<file path="config.mk">
export PLATFORM = sky130hd
export DESIGN_NAME = debug_comparator_match_regs
export DESIGN_NICKNAME = d
export VERILOG_FILES = /design/src/rtl/cmp_match_pkg.sv /design/src/rtl/cmp_bus_if.sv /design/src/rtl/cmp_match_unit.sv /design/src/rtl/debug_comparator_match_regs.sv
export SDC_FILE = /design/constraint.sdc
export NUM_CORES = 1
export LEC_CHECK = 0
export BUFFER_PORTS_ARGS = -buffer_cell sky130_fd_sc_hd__buf_4
export CAP_MARGIN = 0
export CELL_PAD_IN_SITES_DETAIL_PLACEMENT = 1
export CELL_PAD_IN_SITES_GLOBAL_PLACEMENT = 2
export CORE_MARGIN = 8
export CORE_UTILIZATION = 28
export DETAILED_ROUTE_END_ITERATION = 12
export GPL_TIMING_DRIVEN = 0
export PLACE_DENSITY = 0.67
export SYNTH_ARGS = -nofsm -noshare
export SYNTH_HDL_FRONTEND = slang
export SYNTH_SLANG_ARGS = --single-unit
</file>
<file path="constraint.sdc">
create_clock -name clock -period 2.77 [get_ports clock]
set_input_delay 0.4155 -clock clock [delete_from_list [all_inputs] [get_ports clock]]
set_output_delay 0.4155 -clock clock [all_outputs]
set_load 0.005 [all_outputs]
</file>
<file path="src/rtl/cmp_match_pkg.sv">
// Purpose: Constants shared by the debug comparator match register block.
// Assumes: Registers reached over a plain strobe port with byte data.
// Notes: Offsets are byte addresses in the debug register map.
package cmp_match_pkg;

  // ----------------------------------------
  // Widths
  // ----------------------------------------
  localparam int ADDR_BUS_W = 23;
  localparam int DATA_BUS_W = 16;
  localparam int REG_ADDR_W = 8;
  localparam int NUM_CMP = 4;

  // ----------------------------------------
  // Register offsets inside the shared window
  // ----------------------------------------
  localparam logic [7:0] OFS_CONTROL = 8'h28;
  localparam logic [7:0] OFS_ADDR_HIGH = 8'h29;
  localparam logic [7:0] OFS_ADDR_MID = 8'h2a;
  localparam logic [7:0] OFS_ADDR_LOW = 8'h2b;
  localparam logic [7:0] OFS_DATA_HIGH = 8'h2c;
  localparam logic [7:0] OFS_DATA_LOW = 8'h2d;
  localparam logic [7:0] OFS_DATA_HIGH_MASK = 8'h2e;
  localparam logic [7:0] OFS_DATA_LOW_MASK = 8'h2f;
  // Module-level control outside the window
  localparam logic [7:0] OFS_MODULE_CTRL = 8'h20;

  // ----------------------------------------
  // Field positions
  // ----------------------------------------
  localparam int CTRL_SENSE_BIT = 6;
  localparam int CTRL_ENABLE_BIT = 0;
  localparam int MOD_ARM_BIT = 7;
  localparam int MOD_SEL_LSB = 0;
  localparam logic [7:0] ADDR_HIGH_USED = 8'h7f;

  // ----------------------------------------
  // Reset values
  // ----------------------------------------
  localparam logic [7:0] RST_REG = 8'h00;

endpackage : cmp_match_pkg

</file>
<file path="src/rtl/cmp_bus_if.sv">
// Purpose: Carries one comparator's stored values to its match unit.
// Assumes: Single clock domain.
// Notes: Data fields are unused on address-only comparators.
`timescale 1ns/1ps
interface cmp_bus_if;
  logic [22:0] addr_val;
  logic [15:0] data_val;
  logic [15:0] data_mask;
  logic data_sense;
  logic has_data;
  modport source (output addr_val, data_val, data_mask, data_sense, has_data);
  modport sink (input addr_val, data_val, data_mask, data_sense, has_data);
endinterface : cmp_bus_if

</file>
<file path="src/rtl/cmp_match_unit.sv">
// Purpose: Combinational address and data match for one comparator.
// Assumes: Bus values are already synchronous to the clock.
// Notes: Result is registered by the top module.
`timescale 1ns/1ps
module cmp_match_unit (
  // Stored values
  cmp_bus_if.sink cfg,
  // Watched buses
  input wire logic [22:0] bus_addr,
  input wire logic [15:0] bus_data,
  // Result
  output logic hit
);

  logic addr_eq;
  logic data_ok;
  logic [15:0] diff;

  // Address must match on all bits
  assign addr_eq = (bus_addr == cfg.addr_val);
  // Masked data difference; clear mask bits never count
  assign diff = (bus_data ^ cfg.data_val) & cfg.data_mask;
  // Sense clear wants equality, set wants any masked difference
  assign data_ok = !cfg.has_data ? 1'b1 : (cfg.data_sense ? (diff != 16'h0000) : (diff == 16'h0000));
  assign hit = addr_eq && data_ok;

endmodule : cmp_match_unit

</file>
<file path="src/rtl/debug_comparator_match_regs.sv">
// Purpose: Comparator address, data and mask registers with match outputs.
// Assumes: Processor bus inputs are on this clock; strobes from local logic.
// Notes: Four comparators share one window chosen by comparator_window_select.
//
// Design decision made here: the plain strobed port.
`timescale 1ns/1ps
module debug_comparator_match_regs
  import cmp_match_pkg::*;
(
  // Clock and reset
  input wire logic clock,
  input wire logic srst,
  // Register port
  input wire logic [7:0] reg_addr,
  input wire logic [7:0] reg_wdata,
  input wire logic reg_wr,
  input wire logic reg_rd,
  output logic [7:0] reg_rdata,
  // Watched processor buses
  input wire logic [22:0] cpu_addr,
  input wire logic [15:0] cpu_data,
  input wire logic cpu_valid,
  // Results
  output logic [3:0] match,
  output logic armed
);

  // ----------------------------------------
  // Stored state
  // ----------------------------------------
  logic [1:0] comparator_window_select_q;
  logic arm_q;
  logic [7:0] ctrl_q [NUM_CMP];
  logic [6:0] addr_high_q [NUM_CMP];
  logic [7:0] addr_mid_q [NUM_CMP];
  logic [7:0] addr_low_q [NUM_CMP];
  logic [7:0] data_high_q [NUM_CMP];
  logic [7:0] data_low_q [NUM_CMP];
  logic [7:0] data_high_mask_q [NUM_CMP];
  logic [7:0] data_low_mask_q [NUM_CMP];
  logic [7:0] reg_rdata_q;
  logic [3:0] match_q;
  logic [3:0] hit;
  logic win_sel;
  logic win_wr;

  // Window decode
  assign win_sel = (reg_addr >= OFS_CONTROL) && (reg_addr <= OFS_DATA_LOW_MASK);
  assign win_wr = reg_wr && win_sel && !arm_q;

  // ----------------------------------------
  // Module control: arm and window select
  // ----------------------------------------
  always_ff @(posedge clock) begin
    if (srst) begin
      arm_q <= 1'b0;
      comparator_window_select_q <= 2'b00;
    end else if (reg_wr && reg_addr == OFS_MODULE_CTRL) begin
      arm_q <= reg_wdata[MOD_ARM_BIT];
      // Select may only move while disarmed, so the window stays stable
      if (!arm_q) begin
        comparator_window_select_q <= reg_wdata[MOD_SEL_LSB +: 2];
      end
    end
  end

  // ----------------------------------------
  // Per-comparator registers and match units
  // ----------------------------------------
  genvar g;
  generate
    for (g = 0; g < NUM_CMP; g++) begin : g_cmp
      localparam bit HAS_DATA = (g == 0) || (g == 2);
      logic this_wr;
      cmp_bus_if cbus ();
      assign this_wr = win_wr && (comparator_window_select_q == 2'(g));

      // Control and address registers, all comparators
      always_ff @(posedge clock) begin
        if (srst) begin
          ctrl_q[g] <= RST_REG;
          addr_high_q[g] <= 7'h00;
          addr_mid_q[g] <= RST_REG;
          addr_low_q[g] <= RST_REG;
        end else if (this_wr) begin
          unique case (reg_addr)
            OFS_CONTROL: ctrl_q[g] <= reg_wdata;
            OFS_ADDR_HIGH: addr_high_q[g] <= reg_wdata[6:0];
            OFS_ADDR_MID: addr_mid_q[g] <= reg_wdata;
            OFS_ADDR_LOW: addr_low_q[g] <= reg_wdata;
            default: ;
          endcase
        end
      end

      // Data and mask registers only exist where data compare does
      if (HAS_DATA) begin : g_data
        always_ff @(posedge clock) begin
          if (srst) begin
            data_high_q[g] <= RST_REG;
            data_low_q[g] <= RST_REG;
            data_high_mask_q[g] <= RST_REG;
            data_low_mask_q[g] <= RST_REG;
          end else if (this_wr) begin
            unique case (reg_addr)
              OFS_DATA_HIGH: data_high_q[g] <= reg_wdata;
              OFS_DATA_LOW: data_low_q[g] <= reg_wdata;
              OFS_DATA_HIGH_MASK: data_high_mask_q[g] <= reg_wdata;
              OFS_DATA_LOW_MASK: data_low_mask_q[g] <= reg_wdata;
              default: ;
            endcase
          end
        end
      end else begin : g_nodata
        // Held at zero by a clocked process so every element has one procedural driver kind
        always_ff @(posedge clock) begin
          data_high_q[g] <= RST_REG;
          data_low_q[g] <= RST_REG;
          data_high_mask_q[g] <= RST_REG;
          data_low_mask_q[g] <= RST_REG;
        end
      end

      // Values to the match unit
      assign cbus.addr_val = {addr_high_q[g], addr_mid_q[g], addr_low_q[g]};
      assign cbus.data_val = {data_high_q[g], data_low_q[g]};
      assign cbus.data_mask = {data_high_mask_q[g], data_low_mask_q[g]};
      assign cbus.data_sense = HAS_DATA ? ctrl_q[g][CTRL_SENSE_BIT] : 1'b0;
      assign cbus.has_data = HAS_DATA;

      cmp_match_unit u_unit (
        .cfg(cbus.sink),
        .bus_addr(cpu_addr),
        .bus_data(cpu_data),
        .hit(hit[g])
      );
    end
  endgenerate

  // ----------------------------------------
  // Match outputs
  // ----------------------------------------
  // Registered so the output is glitch free; one cycle behind the bus
  always_ff @(posedge clock) begin
    if (srst) begin
      match_q <= 4'h0;
    end else begin
      match_q <= cpu_valid ? hit : 4'h0;
    end
  end

  // ----------------------------------------
  // Read path
  // ----------------------------------------
  // Reads ignore arming entirely; missing data registers read zero
  always_ff @(posedge clock) begin
    if (srst) begin
      reg_rdata_q <= RST_REG;
    end else if (reg_rd) begin
      unique case (reg_addr)
        OFS_MODULE_CTRL: reg_rdata_q <= {arm_q, 5'h00, comparator_window_select_q};
        OFS_CONTROL: reg_rdata_q <= ctrl_q[comparator_window_select_q];
        OFS_ADDR_HIGH: reg_rdata_q <= {1'b0, addr_high_q[comparator_window_select_q]};
        OFS_ADDR_MID: reg_rdata_q <= addr_mid_q[comparator_window_select_q];
        OFS_ADDR_LOW: reg_rdata_q <= addr_low_q[comparator_window_select_q];
        OFS_DATA_HIGH: reg_rdata_q <= data_high_q[comparator_window_select_q];
        OFS_DATA_LOW: reg_rdata_q <= data_low_q[comparator_window_select_q];
        OFS_DATA_HIGH_MASK: reg_rdata_q <= data_high_mask_q[comparator_window_select_q];
        OFS_DATA_LOW_MASK: reg_rdata_q <= data_low_mask_q[comparator_window_select_q];
        default: reg_rdata_q <= RST_REG;
      endcase
    end else begin
      reg_rdata_q <= RST_REG;
    end
  end

  assign reg_rdata = reg_rdata_q;
  assign match = match_q;
  assign armed = arm_q;

endmodule : debug_comparator_match_regs

</file>
Yosys cells after proc, flatten, opt, wreduce, memory -nomap -nowiden
Memory sizes are Yosys's and may differ from the RTL's. A register that Yosys moved wholly into a read port is not among the register bits.
Index checks and enable logic that the tools add are counted.

storage, ports and cells
  memory bits (writable) = 252
  memories = 8
  register bits after elaboration = 15
  input bits = 60

operators by class
  equal/unequal tests = 16
  magnitude comparators = 2
  reductions and logical operators = 19
  bitwise gates (word level) = 31
  mux-type cells = 125

memory list
  name              words  bits a word  read ports  clocked after Yosys merged registers in  wr ports  line                               text
  addr_low_q        4      8            5           1                                        4         debug_comparator_match_regs.sv:36  logic [7:0] addr_low_q [NUM_CMP];
  addr_mid_q        4      8            5           1                                        4         debug_comparator_match_regs.sv:35  logic [7:0] addr_mid_q [NUM_CMP];
  ctrl_q            4      8            3           1                                        4         debug_comparator_match_regs.sv:33  logic [7:0] ctrl_q [NUM_CMP];
  data_high_mask_q  4      8            3           1                                        4         debug_comparator_match_regs.sv:39  logic [7:0] data_high_mask_q [NUM_CMP];
  data_high_q       4      8            3           1                                        4         debug_comparator_match_regs.sv:37  logic [7:0] data_high_q [NUM_CMP];
  data_low_mask_q   4      8            3           1                                        4         debug_comparator_match_regs.sv:40  logic [7:0] data_low_mask_q [NUM_CMP];
  +2 memories       -      -            -           -                                        -         -

operator list
  kind                                                                   count
  8-bit two-way mux                                                      20
  23-bit == test                                                         4
  1-bit two-way mux                                                      84
  8-bit by 6-bit == test with 1-bit output, second input constant        9
  8-bit case mux with 9 select lines                                     1
  16-bit AND                                                             2
  16-bit zero test                                                       2
  2-bit two-way mux                                                      16
  16-bit nonzero test                                                    2
  16-bit bitwise XOR                                                     2
  7-bit two-way mux                                                      4
  1-bit OR                                                               24
  1-bit logical AND                                                      10
  8-bit by 6-bit >= comparator with 1-bit output, second input constant  1
  8-bit by 6-bit <= comparator with 1-bit output, second input constant  1
  2-bit == test, second input constant                                   2
  2-bit OR reduction                                                     2
  1-bit NOT                                                              3
  2-bit by 1-bit == test with 1-bit output, second input constant        1
  2-bit zero test                                                        1
  2-bit AND reduction                                                    1
  1-bit zero test                                                        1

Depth between registers and ports, before layout
  depth after elaboration = 9
  depth in mapped cells = 7
  depth with buffers taken out = 5

Cells and area by module
Synthesis repeated with hierarchy kept, for this count alone.

unflattened totals
  cell total of the unflattened synthesis = 904
  area total of the unflattened synthesis = 11,332.1 µm²

modules (own cells, without submodules)
  module                       seq. area each (µm²)  times used  area each (µm²)  cells each
  debug_comparator_match_regs  5,985.7               1           9,415.3          664
  cmp_match_unit               0.0                   4           479.2            60

Worst setup path after synthesis
OpenSTA, ideal clock, no wires.

  kind = input to register
  from = input reg_addr[1]
  to = memory data_high_q[2][0], enable pin
  cell stages on the path = 6
  data required time = 2,444 ps
  setup slack = 700 ps
  arrival = 1,744 ps
  library setup time = 326 ps
  buffers on the path = 4
  cell sequence = clkbuf_1 -> buf_2 -> nor2_1 -> clkbuf_1 -> buf_2 -> a21o_1

RTL lines
  what         line                               text
  from (decl)  debug_comparator_match_regs.sv:14  input wire logic [7:0] reg_addr,
  to (decl)    debug_comparator_match_regs.sv:37

==> flow_metrics.py <==
metrics = {
    "run_status": {
        "status": "finished clean",
    },
    "placed_design": {
        "dpl_cell_area_sq_um": 11800,
        "place_congestion": 0.875,
        "pre_cts_ws_ns": -0.500,
        "dpl.hpwl_microns": 29800,
        "io_buffers": 68,
    },
    "job": {
        "cap_viol_max_count": 0,
    },
    "sta": {
        "period_minus_slack_ns": 2.70,
        "fin_setup_tns_ns": 0,
        "finalHoldViolations": 0,
        "finClkSkew_ns": 0.0129,
        "worstMarginPinSlew_ns": 0.966,
        "slew_headroom_pct": 35.0,
        "setup_viol": 0,
        "grt_setup_unrepaired": "no",
        "hold_slack_ns": 0.203,
        "setup_ws_ns": 0.0698,
        "drv_slew": 0,
        "fmax_mhz": 370,
        "post-route-period-util_pct": 97.5,
    },
    "clocking": {
        "cts_setup_buffers": 0,
        "root_buffer": "clkbuf_16",
        "clkLatencyLatePin_ns": 0.54,
        "clk_pin_slew_ns": 0.06,
        "cts_tree": "built",
        "htreeDepth": 1,
        "cts_buffer_depth": 3,
        "numClockSinks": 205,
        "cts_buffers": 24,
    },
    "route": {
        "viasPerCell": 5.03,
        "vias": 7355,
        "first_pass_iters": 5,
        "remaining_drc_errors": 0,
        "drt_iter0_drc": 596,
        "ant_nets": 0,
        "wl_microns": 39000,
        "wl_per_cell_microns": 26.7,
    },
    "grt": {
        "grt_first_pass_wirelength_microns": 56600,
        "grt.busiest_layer": "met2",
        "grt_overflow_total": 0,
        "use_met2_pct": 29.8,
        "grt_usage_pct": 17.5,
        "antenna_found_initial": 0,
        "grtUsageMet3_pct": 1.87,
        "grt_pass1_vias": 7961,
        "grtUsageMet1_pct": 23.9,
        "grt_max_degree": 13,
    },
    "setup_path": {
        "criticalPathCategory": "reg2reg",
        "crit_fanout": 10,
        "crit_end": "reg_rdata[2]",
        "slowest_stage": "a221oi_1",
        "path_depth": 6,
        "reg2reg_to": "reg_rdata[2]",
        "cp.arrival_ns": 3.06,
        "slowest_delay_ns": 0.59,
        "rrSetupSlack_ns": 0.07,
        "critPathRequiredTime_ns": 3.13,
        "crit_buf_inv": 3,
        "rr_worst_depth": 6,
        "cp_common_cell": "buf_2",
        "startpoint_type": "flip-flop",
        "crit_path_cell_trace": "buf_2 > buf_2 > buf_4 > mux4_2 > a221oi_1 > o21ai_0",
        "cp-end-kind": "flip-flop",
        "cpLargestDelayFamily": "buffers and inverters",
    },
    "yosys": {
        "synth_top_area_share_pct": 53.2,
        "synth_edf_count": 188,
        "synth_cells": 841,
        "ys_types": 48,
        "synth_ff_type": "edfxtp_1",
        "synthTopCellsByArea": "edfxtp_1 (53%), mux4_2 (9.5%), xor2_1 (7.9%)",
        "synth.avg_cell_area_sq_um": 12.6,
        "synth_area_sq_um": 10600,
        "yosys_register_bits": 205,
        "ys_seq_area_share_pct": 56.4,
        "synthArstFlopShare_pct": 0,
        "synth_fp_nets": 901,
        "synth_area_leader_cell": "edfxtp_1",
        "synth_warnings": 0,
    },
    "cells_and_area": {
        "antenna_cells": 0,
        "layout-drive-gt1-share_pct": 18.7,
        "fillers": 4076,
        "fin_nets": 995,
        "area_growth_pct": 18.0,
        "finish.instance_area_sq_um": 12500,
        "final_util_pct": 33.4,
    },
    "floorplanning": {
        "die_x_microns": 211,
        "die_area_sq_um": 44400,
        "row_count": 71,
        "initial_core_util_pct": 28.3,
        "die_h_microns": 211,
        "core_area_sq_um": 37500,
        "io_pins": 73,
    },
    "power": {
        "ir_drop_v": 0.000366,
        "powerDensity_nw_per_um2": 576,
        "p_leak_nw": 4.39,
    },
    "min_path": {
        "hold_class": "in2reg",
    },
}
==> stage by stage <==
| stage | instances | total power (W) |
|---|---|---|
| finish | 1462 | 0.00721 |
| global route | 1462 | 0.00739 |
| CTS | 1462 | 0.00726 |
| detailed placement | 1420 | 0.00423 |
| global placement | 1420 | 0.00423 |
| floorplan | 841 | 0.00389 |
==> state kept, by name, indices dropped and copies added (netlist names), named ones only <==
signal	count
addr_high_q	28
addr_low_q	32
addr_mid_q	32
armed	1
comparator_window_select_q	2
ctrl_q	32
data_high_mask_q	16
data_high_q	16
data_low_mask_q	16
data_low_q	16
match	4
reg_rdata	8
==> timing repair <==
item                       in CTS  in global routing
hold buffers                    0                  0
setup endpoints to repair       7                  0
gates resized for setup         9                  0
==> final cells by class <==
cell class / instances / area, sq um / area share, %
Sequential cell: 205 / 5990 / 47.8
Multi-Input combinational cell: 582 / 4420 / 35.3
Clock buffer: 35 / 673 / 5.38
Tap cell: 511 / 639 / 5.11
Timing Repair Buffer: 68 / 510 / 4.08
Buffer: 51 / 225 / 1.80
Clock inverter: 7 / 53.8 / 0.430
Inverter: 3 / 11.3 / 0.0899
==> routing by layer <==
metal / up-vias / share of wire (%)
li1: 3278 / -
met1: 3853 / 45
met2: 185 / 49
met3: 39 / 4.3
met4: 0 / 1.7
met5: - / 0
==> worst min path at each step <==
stage	end	from	slack [ns]	cells after the start
6_report	armed	reg_wr	0.20	3
5_1_grt	armed	reg_wr	0.21	3
4_1_cts	armed	reg_wr	0.20	3
3_5_place_dp	match[1]	addr_mid_q[1][2]	0.63	3
3_3_place_gp	match[1]	addr_mid_q[1][2]	0.62	3
2_1_floorplan	match[2]	ctrl_q[2][6]	0.54	2
==> logic make-up after synthesis <==
| family | synth area share (%) |
|---|---|
| flip-flops | 56.4 |
| AND/OR/NAND/NOR | 15.5 |
| multiplexers | 10.2 |
| buffers and inverters | 2.16 |
| AO/OA/AOI/OAI | 5.49 |
| XOR/XNOR | 10.2 |
==> worst reg2reg max path: stages, from the launching register on <==
cell and delay (ns):
dfxtp_1 0.30, buf_2 0.23, buf_2 0.41, buf_4 0.34
mux4_2 0.42, a221oi_1 0.59, o21ai_0 0.25
==> report_power, final <==
group / switching [W] / leakage, nW / internal (W)
clock network: 0.00127 / 0.352 / 0.00176
logic: 0.000411 / 1.97 / 0.000224
registers: 0.0000661 / 2.06 / 0.00347
total: 0.00175 / 4.39 / 0.00546
==> cell usage in the layout, fill, tap and decap left out, drive strengths merged, types with 9 or more instances in the layout <==
master	n
edfxtp	188
nor2	137
xor2	96
buf	83
clkbuf	71
and2	66
nand2	51
mux4	45
xnor2	28
nor4	19
nand4	17
a21o	17
dfxtp	17
a22oi	16
nor3	9
==> synthesized netlist by cell type, drive strengths merged (8+ instances only) <==
library cell,count
edfxtp,188
xnor2,28
nor2,137
and2,66
nor4,19
dfxtp,17
mux4,45
nand2,51
a22oi,16
a31o,8
xor2,96
nor3,9
nand4,17
clkbuf,36
buf,15
a21o,17
(Power assumes the default switching activity.)
